$ cat config.mk
export PLATFORM = sky130hd
export DESIGN_NAME = lnbctl_top
export DESIGN_NICKNAME = d
export VERILOG_FILES = /design/src/include/lnbctl_pkg.sv /design/src/include/lnbctl_ch_if.sv /design/src/hw/lnbctl_chan.sv /design/src/hw/lnbctl_top.sv
export SDC_FILE = /design/constraint.sdc
export NUM_CORES = 1
export LEC_CHECK = 0
export BUFFER_PORTS_ARGS = -buffer_cell sky130_fd_sc_hd__buf_2
export CORE_ASPECT_RATIO = 0.8
export CORE_UTILIZATION = 40
export DETAILED_ROUTE_END_ITERATION = 12
export REMOVE_ABC_BUFFERS = 1
export SLEW_MARGIN = 20
export SYNTH_ARGS = -nofsm -noshare
export SYNTH_HDL_FRONTEND = slang
export SYNTH_SLANG_ARGS = --single-unit
export TNS_END_PERCENT = 30
$ cat constraint.sdc
create_clock -name core_clk -period 2 [get_ports core_clk]
set_input_delay 0.2 -clock core_clk [delete_from_list [all_inputs] [get_ports core_clk]]
set_output_delay 0.2 -clock core_clk [all_outputs]
set_load 0.05 [all_outputs]
$ cat src/include/lnbctl_pkg.sv
// lnbctl_pkg: constants for the dual lnb control register bank
// assumes a byte-wide write port from a serial protocol engine
`default_nettype none
package lnbctl_pkg;
   // ****************************************
   // register select field and bit positions
   // ****************************************
   localparam int SEL_HI = 7;
   localparam int SEL_LO = 6;
   localparam logic [1:0] SEL_CH1_VOLT = 2'h0;
   localparam logic [1:0] SEL_CH2_VOLT = 2'h1;
   localparam logic [1:0] SEL_CH1_TONE = 2'h2;
   localparam logic [1:0] SEL_CH2_TONE = 2'h3;
   localparam int VOLT_STEP_LSB = 0;
   localparam int VOLT_STEP_MSB = 2;
   localparam int VOLT_RANGE_BIT = 3;
   localparam int OC_TIMER_BIT = 4;
   localparam int OUTPUT_ON_BIT = 5;
   localparam int TONE_SRC_BIT = 0;
   localparam int TONE_PASS_BIT = 1;
   localparam int CABLE_TEST_BIT = 2;
   localparam int NUM_CH = 2;
   // ****************************************
   // reset values
   // ****************************************
   localparam logic [5:0] VOLT_RESET = 6'h00;
   localparam logic [2:0] TONE_RESET = 3'h0;
   localparam logic [15:0] TARGET_RESET = 16'h0000;
   localparam logic FLAG_RESET = 1'h0;
   localparam logic [1:0] SYNC_RESET = 2'h0;
   // ****************************************
   // output level table, millivolts
   // ****************************************
   localparam int LOW_BASE_MV = 12709;
   localparam int HIGH_BASE_MV = 18042;
   localparam int STEP_MV = 333;
   localparam int TOP_MV = 20375;
   // millivolts in hex: 12709 .. 15042, then 18042 .. 20375
   localparam logic [15:0] LEVEL_MV [16] = '{
      16'h31a5, 16'h32f2, 16'h343f, 16'h358d,
      16'h36da, 16'h3827, 16'h3975, 16'h3ac2,
      16'h467a, 16'h47c7, 16'h4915, 16'h4a62,
      16'h4baf, 16'h4cfd, 16'h4e4a, 16'h4f97};
   // 21000, 19950 and 22800 mV
   localparam logic [15:0] CABLE_OPEN_MV = 16'h5208;
   localparam logic [15:0] CABLE_CLOSED_MV = 16'h4dee;
   localparam logic [15:0] BOOST_TEST_MV = 16'h5910;
endpackage
`default_nettype wire

$ cat src/include/lnbctl_ch_if.sv
// lnbctl_ch_if: per-channel control between top and channel module
// assumes one instance per channel, same clock domain
`timescale 1ns/1ps
`default_nettype none
interface lnbctl_ch_if;
   logic [5:0] volt_field;
   logic [2:0] tone_field;
   modport ctrl (output volt_field, output tone_field);
   modport chan (input volt_field, input tone_field);
endinterface
`default_nettype wire

$ cat src/hw/lnbctl_chan.sv
// lnbctl_chan: decodes one channel's control fields into analog controls
// assumes the comparator levels come from same-domain sampling logic
`timescale 1ns/1ps
`default_nettype none
module lnbctl_chan (
   input wire logic core_clk,
   input wire logic srst,
   lnbctl_ch_if.chan cif,
   input wire logic cmp_above_set,
   input wire logic cmp_below_clr,
   output logic [15:0] target_mv,
   output logic output_on,
   output logic overcurrent_timer_enable,
   output logic tone_source_select,
   output logic tone_pass,
   output logic cable_test_on,
   output logic regulator_on,
   output logic test_source_on,
   output logic boost_raise,
   output logic cable_missing_flag
);
   logic [3:0] code;
   logic next_cable_missing_flag;
   logic [15:0] next_target;
   always_comb begin
      code = cif.volt_field[3:0];
      next_target = lnbctl_pkg::LEVEL_MV[code];
      next_cable_missing_flag = cable_missing_flag;
      // flag means nothing outside the test, so it is held low then
      if (!cif.tone_field[lnbctl_pkg::CABLE_TEST_BIT]) begin
         next_cable_missing_flag = 1'b0;
      end else if (cmp_above_set) begin
         next_cable_missing_flag = 1'b1;
      end else if (cmp_below_clr) begin
         next_cable_missing_flag = 1'b0;
      end
   end
   always_ff @(posedge core_clk) begin
      if (srst) begin
         cable_missing_flag <= lnbctl_pkg::FLAG_RESET;
         target_mv <= lnbctl_pkg::TARGET_RESET;
      end else begin
         cable_missing_flag <= next_cable_missing_flag;
         target_mv <= next_target;
      end
   end
   // timer stays armed whatever software wrote
   assign overcurrent_timer_enable = 1'b1;
   assign output_on = cif.volt_field[lnbctl_pkg::OUTPUT_ON_BIT];
   assign tone_source_select = cif.tone_field[lnbctl_pkg::TONE_SRC_BIT];
   assign tone_pass = cif.tone_field[lnbctl_pkg::TONE_PASS_BIT];
   assign cable_test_on = cif.tone_field[lnbctl_pkg::CABLE_TEST_BIT];
   assign regulator_on = output_on & ~cable_test_on;
   assign test_source_on = cable_test_on;
   assign boost_raise = cable_test_on;
   cable_set_a: assert property (
      @(posedge core_clk) disable iff (srst)
      cable_test_on && cmp_above_set |=> cable_missing_flag)
      else $error("cable flag not set");
   cable_clr_a: assert property (
      @(posedge core_clk) disable iff (srst)
      cable_test_on && !cmp_above_set && cmp_below_clr
      |=> !cable_missing_flag)
      else $error("cable flag not cleared");
   level_map_a: assert property (
      @(posedge core_clk) disable iff (srst)
      $stable(code) |=> target_mv == lnbctl_pkg::LEVEL_MV[$past(code)])
      else $error("level mismatch");
   reg_off_a: assert property (
      @(posedge core_clk) disable iff (srst)
      cable_test_on |-> !regulator_on && test_source_on && boost_raise)
      else $error("regulator on in test");
endmodule
`default_nettype wire

$ cat src/hw/lnbctl_top.sv
// lnbctl_top: write-only control bank for two lnb supply channels
// assumes wr_strobe is a one-cycle pulse from the serial engine, same clock
`timescale 1ns/1ps
`default_nettype none
module lnbctl_top (
   input wire logic core_clk,
   input wire logic srst,
   input wire logic wr_strobe,
   input wire logic [7:0] wr_data,
   input wire logic [1:0] cmp_above_set_pin,
   input wire logic [1:0] cmp_below_clr_pin,
   output logic [31:0] target_mv,
   output logic [1:0] output_on,
   output logic [1:0] overcurrent_timer_enable,
   output logic [1:0] tone_source_select,
   output logic [1:0] tone_pass,
   output logic [1:0] cable_test_on,
   output logic [1:0] regulator_on,
   output logic [1:0] test_source_on,
   output logic [1:0] boost_raise,
   output logic [1:0] cable_missing_flag
);
   // ****************************************
   // register state
   // ****************************************
   logic [5:0] volt_reg [2];
   logic [2:0] tone_reg [2];
   logic [5:0] next_volt [2];
   logic [2:0] next_tone [2];
   logic [1:0] sel;
   logic [1:0] above_s1, above_s2, below_s1, below_s2;
   logic [1:0] next_above_s1, next_above_s2, next_below_s1, next_below_s2;
   always_comb begin
      sel = wr_data[lnbctl_pkg::SEL_HI:lnbctl_pkg::SEL_LO];
      next_volt = volt_reg;
      next_tone = tone_reg;
      // one byte per write, so each strobe hits exactly one register
      if (wr_strobe) begin
         case (sel)
            lnbctl_pkg::SEL_CH1_VOLT: next_volt[0] = wr_data[5:0];
            lnbctl_pkg::SEL_CH2_VOLT: next_volt[1] = wr_data[5:0];
            lnbctl_pkg::SEL_CH1_TONE: next_tone[0] = wr_data[2:0];
            lnbctl_pkg::SEL_CH2_TONE: next_tone[1] = wr_data[2:0];
            default: next_tone = tone_reg;
         endcase
      end
   end
   always_ff @(posedge core_clk) begin
      if (srst) begin
         volt_reg[0] <= lnbctl_pkg::VOLT_RESET;
         volt_reg[1] <= lnbctl_pkg::VOLT_RESET;
         tone_reg[0] <= lnbctl_pkg::TONE_RESET;
         tone_reg[1] <= lnbctl_pkg::TONE_RESET;
      end else begin
         volt_reg <= next_volt;
         tone_reg <= next_tone;
      end
   end
   // ****************************************
   // comparator synchronisers
   // ****************************************
   // analog comparators are asynchronous to the bus clock, so two flops
   // come first; costs two cycles of flag latency
   always_comb begin
      next_above_s1 = cmp_above_set_pin;
      next_above_s2 = above_s1;
      next_below_s1 = cmp_below_clr_pin;
      next_below_s2 = below_s1;
   end
   always_ff @(posedge core_clk) begin
      if (srst) begin
         above_s1 <= lnbctl_pkg::SYNC_RESET;
         above_s2 <= lnbctl_pkg::SYNC_RESET;
         below_s1 <= lnbctl_pkg::SYNC_RESET;
         below_s2 <= lnbctl_pkg::SYNC_RESET;
      end else begin
         above_s1 <= next_above_s1;
         above_s2 <= next_above_s2;
         below_s1 <= next_below_s1;
         below_s2 <= next_below_s2;
      end
   end
   // ****************************************
   // per-channel decode
   // ****************************************
   genvar g;
   generate
      for (g = 0; g < lnbctl_pkg::NUM_CH; g++) begin : ch
         lnbctl_ch_if cif ();
         assign cif.volt_field = volt_reg[g];
         // master must also set enable and voltage for a valid test
         assign cif.tone_field = tone_reg[g];
         lnbctl_chan u_chan (
            .core_clk(core_clk),
            .srst(srst),
            .cif(cif),
            .cmp_above_set(above_s2[g]),
            .cmp_below_clr(below_s2[g]),
            .target_mv(target_mv[16*g+:16]),
            .output_on(output_on[g]),
            .overcurrent_timer_enable(overcurrent_timer_enable[g]),
            .tone_source_select(tone_source_select[g]),
            .tone_pass(tone_pass[g]),
            .cable_test_on(cable_test_on[g]),
            .regulator_on(regulator_on[g]),
            .test_source_on(test_source_on[g]),
            .boost_raise(boost_raise[g]),
            .cable_missing_flag(cable_missing_flag[g])
         );
      end
   endgenerate
   // ****************************************
   // write decode checks
   // ****************************************
   ch1_volt_a: assert property (
      @(posedge core_clk) disable iff (srst)
      wr_strobe && wr_data[7:6] == lnbctl_pkg::SEL_CH1_VOLT
      |=> output_on[0] == $past(wr_data[5]))
      else $error("ch1 enable not written");
   ch2_volt_a: assert property (
      @(posedge core_clk) disable iff (srst)
      wr_strobe && wr_data[7:6] == lnbctl_pkg::SEL_CH2_VOLT
      |=> output_on[1] == $past(wr_data[5]))
      else $error("ch2 enable not written");
   ch1_tone_a: assert property (
      @(posedge core_clk) disable iff (srst)
      wr_strobe && wr_data[7:6] == lnbctl_pkg::SEL_CH1_TONE
      |=> tone_pass[0] == $past(wr_data[1])
          && tone_source_select[0] == $past(wr_data[0])
          && cable_test_on[0] == $past(wr_data[2]))
      else $error("ch1 tone not written");
   ch2_tone_a: assert property (
      @(posedge core_clk) disable iff (srst)
      wr_strobe && wr_data[7:6] == lnbctl_pkg::SEL_CH2_TONE
      |=> tone_pass[1] == $past(wr_data[1])
          && tone_source_select[1] == $past(wr_data[0])
          && cable_test_on[1] == $past(wr_data[2]))
      else $error("ch2 tone not written");
   volt_only_a: assert property (
      @(posedge core_clk) disable iff (srst)
      wr_strobe && !wr_data[7]
      |=> $stable(tone_pass) && $stable(tone_source_select)
          && $stable(cable_test_on))
      else $error("tone changed by voltage write");
   tone_only_a: assert property (
      @(posedge core_clk) disable iff (srst)
      wr_strobe && wr_data[7] |=> $stable(output_on))
      else $error("enable changed by tone write");
   ch1_only_a: assert property (
      @(posedge core_clk) disable iff (srst)
      wr_strobe && wr_data[7:6] == lnbctl_pkg::SEL_CH1_VOLT
      |=> $stable(output_on[1]))
      else $error("ch2 changed by ch1 write");
   ch2_only_a: assert property (
      @(posedge core_clk) disable iff (srst)
      wr_strobe && wr_data[7:6] == lnbctl_pkg::SEL_CH2_VOLT
      |=> $stable(output_on[0]))
      else $error("ch1 changed by ch2 write");
   hold_a: assert property (
      @(posedge core_clk) disable iff (srst)
      !wr_strobe |=> $stable(output_on) && $stable(cable_test_on))
      else $error("control changed without write");
   // ****************************************
   // level, flag, timer and reset checks
   // ****************************************
   ch1_level_a: assert property (
      @(posedge core_clk) disable iff (srst)
      wr_strobe && wr_data[7:6] == lnbctl_pkg::SEL_CH1_VOLT |=> ##1
      target_mv[15:0] == lnbctl_pkg::LEVEL_MV[$past(wr_data[3:0], 2)])
      else $error("ch1 level not programmed");
   ch2_level_a: assert property (
      @(posedge core_clk) disable iff (srst)
      wr_strobe && wr_data[7:6] == lnbctl_pkg::SEL_CH2_VOLT |=> ##1
      target_mv[31:16] == lnbctl_pkg::LEVEL_MV[$past(wr_data[3:0], 2)])
      else $error("ch2 level not programmed");
   ch1_range_a: assert property (
      @(posedge core_clk) disable iff (srst)
      wr_strobe && wr_data[7:6] == lnbctl_pkg::SEL_CH1_VOLT |=> ##1
      (target_mv[15:0] >= lnbctl_pkg::HIGH_BASE_MV) == $past(wr_data[3], 2))
      else $error("ch1 range not selected");
   ch2_range_a: assert property (
      @(posedge core_clk) disable iff (srst)
      wr_strobe && wr_data[7:6] == lnbctl_pkg::SEL_CH2_VOLT |=> ##1
      (target_mv[31:16] >= lnbctl_pkg::HIGH_BASE_MV) == $past(wr_data[3], 2))
      else $error("ch2 range not selected");
   flag_off_a: assert property (
      @(posedge core_clk) disable iff (srst)
      (cable_missing_flag & ~$past(cable_test_on)) == 2'h0)
      else $error("cable flag set with test off");
   flag_hold_a: assert property (
      @(posedge core_clk) disable iff (srst)
      cable_test_on[0] && !above_s2[0] && !below_s2[0]
      |=> $stable(cable_missing_flag[0]))
      else $error("ch1 cable flag moved without cause");
   timer_a: assert property (
      @(posedge core_clk) disable iff (srst)
      overcurrent_timer_enable == 2'h3)
      else $error("timer disabled");
   reset_a: assert property (
      @(posedge core_clk)
      srst |=> output_on == 2'h0 && cable_test_on == 2'h0
          && tone_pass == 2'h0 && tone_source_select == 2'h0
          && cable_missing_flag == 2'h0)
      else $error("not zero after reset");
endmodule
`default_nettype wire

==> impl_metrics.csv <==
group,metric,value,unit
run_status,outcome,"finished, final reports clean",
floorplan,die_width,89.3,µm
setup_path,timing.critical_path.required,2.22,ns
place,place_congestion,0.752,
cts,clock_tree.root_cell,"sky130_fd_sc_hd__clkbuf_8",
synth,synth_most_common_cell,"sky130_fd_sc_hd__dfxtp_1",
sta,fin_hold_ws,0.114,ns
pwr,power.static_leakage,1.29,nW
global_routing,grt_remaining_overflow,0,
synth,synth_warnings,0,
worst_hold_path,min_path_cells,2,
global_routing,grt.total_usage,13.7,%
synth,dominantRegCellSynth,"sky130_fd_sc_hd__dfxtp_1",
worst_hold_path,hold-path-endpoint,"below_s1[1]$_SDFF_PP0_",
setup_path,cp_endpoint_kind,"flop",
sta,post-route-min-period,1.73,ns
sta,max_slew_vio_count,0,
global_routing,pin_count_of_the_biggest_net_entering_global_routing,26,
setup_path,r2r_cells,5,
place,dp_hpwl,2920,µm
drt,met2WireLength,1640,µm
synth,netlist_top_cells_count,"52 x sky130_fd_sc_hd__dfxtp_1, 30 x sky130_fd_sc_hd__nor2_1, 24 x sky130_fd_sc_hd__buf_4",
floorplan,design.die.area,6410,µm²
setup_path,critPathMaxFanout,8,
sta,clock.fmax,577,MHz
setup_path,reg2reg_to,"ch[0].u_chan.target_mv[9]$_SDFF_PP0_",
cts,tritoncts_num_sinks,52,
sta,timing.final.hold_violations,0,
synth,synth.ff_latch_count,52,
synth,syn_avg_cell_area,9.33,µm²
sta,setup_violations,0,
synth,synth-seq-area-share,42.7,%
sta,final.period_utilization,86.6,%
drt,routed_wire_length_per_instance,10.8,µm
setup_path,cpLargestDelayFamily,"simple AND/OR/NAND/NOR gates",
global_routing,grt_pass1_wl,6820,µm
synth,synth-edff-count,0,
floorplan,fp.coreArea,5880,µm²
cts,htreeDepth,2,
sta,setup_total_negative_slack,0,ns
place,place_ws,0.282,ns
drt,route.final.wire_length,4100,µm
setup_path,critical_path.cell_chain,"inv_1 > ha_1 > and2_1 > or3_1 > a21oi_1",
floorplan,total_number_of_placement_rows,25,
sta,tightestPinTransition,0.685,ns
cts,clock_insertion_delay_at_the_later_pin_of_the_skew_report,0.29,ns
layout,fin_nets,326,
drt,routed_via_density,4.58,
cts,cts.hold.buffers_added,0,
setup_path,cp_data_arrival_time,1.96,ns
layout,synthToLayoutAreaGrowth,11.0,%
synth,synth-async-reset-ratio,0,%
job,reported_max_cap_violation_count,0,
setup_path,cp_num_buf_inv,1,
floorplan,floorplan.initialDensity,41.4,%
sta,timing.clock.skew,0.00345,ns
drt,met1Wirelength,2160,µm
global_routing,vias_in_the_first_global_route,1480,
drt,routed_wl_met3,264,µm
layout,fraction_of_layout_instances_using_a_drive_strength_above_1,24.6,%
setup_path,critical_path.reg2reg.startpoint,"ch[0].cif.volt_field[1]$_SDFFE_PP0P_",
cts,tritoncts,"yes",
drt,route.vias.total,1730,
synth,unique_masters_post_synth,35,
setup_path,reg2reg_setup_slack,0.27,ns
pwr,peakVddDrop,360,µV
synth,syn_area,2440,µm²
cts,cts_repair_resize_count,0,
synth,yosys-top-cells-area,"sky130_fd_sc_hd__dfxtp_1 43%, sky130_fd_sc_hd__mux2i_1 7.8%, sky130_fd_sc_hd__buf_4 7.4%, sky130_fd_sc_hd__ha_1 7.2%, sky130_fd_sc_hd__nor2_1 4.6%",
floorplan,die_y_extent,71.8,µm
pwr,power.density,766,nW/µm²
cts,setup_fix_bufs_post_cts,0,
drt,top_layer_used,"met4",
synth,postSynthCellCount,261,
synth,synth_top_area_share,42.7,%
layout,antenna-diode-count,0,
drt,number_of_nets_with_antenna_violations_after_routing,0,
layout,finish.cell_count_without_fillers,378,
sta,timing.max_slew.rel_slack,54.3,%
drt,post-route-drc-count,0,
sta,rsz0062_at_grt,"no",
cts,clkSlewWorstSetupHoldPaths,0.09,ns
setup_path,startpoint_type,"flop",
global_routing,number_of_antenna_violations_at_the_first_check_in_global_routing,0,
floorplan,pin_count,65,
cts,clock_buffer_count_from_cts,5,
setup_path,path_class,"reg -> reg",
sta,fin_ws,0.268,ns
setup_path,cp-startpoint,"ch[0].cif.volt_field[1]$_SDFFE_PP0P_",
worst_hold_path,hold_path_class,"in -> reg",
place,numPortBuffers,59,
synth,post-synth-top-area-cell,"sky130_fd_sc_hd__dfxtp_1",
drt,drt_first_iter_violations,68,
place,dp_cells,371,
setup_path,critical-path-slowest-cell,"sky130_fd_sc_hd__dfxtp_1",
cts,clock_tree.buffer_depth,2,
worst_hold_path,min-delay-start,"cmp_below_clr_pin[1]",
drt,firstDrtPassIters,4,
setup_path,cp_slowest_stage_delay,0.47,ns
-- layout make-up --
| type | count | area (µm²) |
|---|---|---|
| Fill cell | 618 | 3180 |
| Sequential cell | 52 | 1040 |
| Tap cell | 81 | 101 |
| Multi-Input combinational cell | 162 | 1100 |
| Timing Repair Buffer | 65 | 340 |
| Inverter | 11 | 41.3 |
| Clock buffer | 6 | 72.6 |
| Clock inverter | 1 | 5.00 |
-- where the power goes --
group / internal (mW) / switching (mW)
sequential: 1.08 / 0.0263
combinational: 0.114 / 0.297
clock: 0.239 / 0.310
total: 1.44 / 0.634
-- sequential cells by signal, summed over array words and instances, names as in the netlist --
signal                        cells
above_s1                          2
ch.cif.tone_field                 6
below_s2                          2
above_s2                          2
ch.cif.volt_field                10
ch.u_chan.target_mv              26
below_s1                          2
ch.u_chan.cable_missing_flag      2
-- stage by stage --
step / power (mW) / util, % / cell area (µm²)
2_1_floorplan: 1.44 / - / 2190
3_3_place_gp: 1.55 / 44.7 / 2630
3_5_place_dp: 1.55 / 44.7 / 2630
4_1_cts: 2.11 / 46.0 / 2710
5_1_grt: 2.19 / 46.0 / 2710
6_report: 2.07 / 46.0 / 2710
-- layer usage --
layer / vias to the layer above / GRT usage [%]
li1: 907 / -
met1: 767 / 19.9
met2: 54 / 19.6
met3: 2 / 3.57
met4: 0 / 4.41
met5: - / 0
-- worst max path at each step --
stage / to / cells after the start
4_1_cts: ch[0].u_chan.target_mv[9]$_SDFF_PP0_ / 5
3_3_place_gp: ch[0].u_chan.target_mv[9]$_SDFF_PP0_ / 5
3_5_place_dp: ch[0].u_chan.target_mv[9]$_SDFF_PP0_ / 5
2_1_floorplan: regulator_on[0] / 1
6_report: ch[0].u_chan.target_mv[9]$_SDFF_PP0_ / 5
5_1_grt: ch[1].u_chan.target_mv[4]$_SDFF_PP0_ / 5
-- layout by cell type (no fill, tap or decap), drive strengths merged --
cell type,instances
nor3,8
nand3,2
nor2,30
and2,1
and2b,5
o21ai,6
clkinv,1
a211o,1
mux2i,19
nor2b,18
o21bai,2
inv,11
o31ai,1
or3,4
clkbuf,6
ha,14
o211ai,2
nand2b,2
a221oi,2
nand3b,2
nor3b,3
dfxtp,52
buf,65
xnor2,1
a21oi,16
a211oi,11
conb,4
nand2,4
a21o,2
or2,1
o311a,1
-- logic make-up after synthesis --
logic type | count (synthesis) | share of synthesized area (%)
AO/OA/AOI/OAI | 44 | 11.8
XOR/XNOR | 1 | 0.360
adder cells (fa/ha/maj) | 14 | 7.19
buffers and inverters | 49 | 12.3
flip-flops | 52 | 42.7
multiplexers | 19 | 7.81
other | 2 | 0.308
AND/OR/NAND/NOR | 80 | 17.5
(Power assumes the default switching activity.)
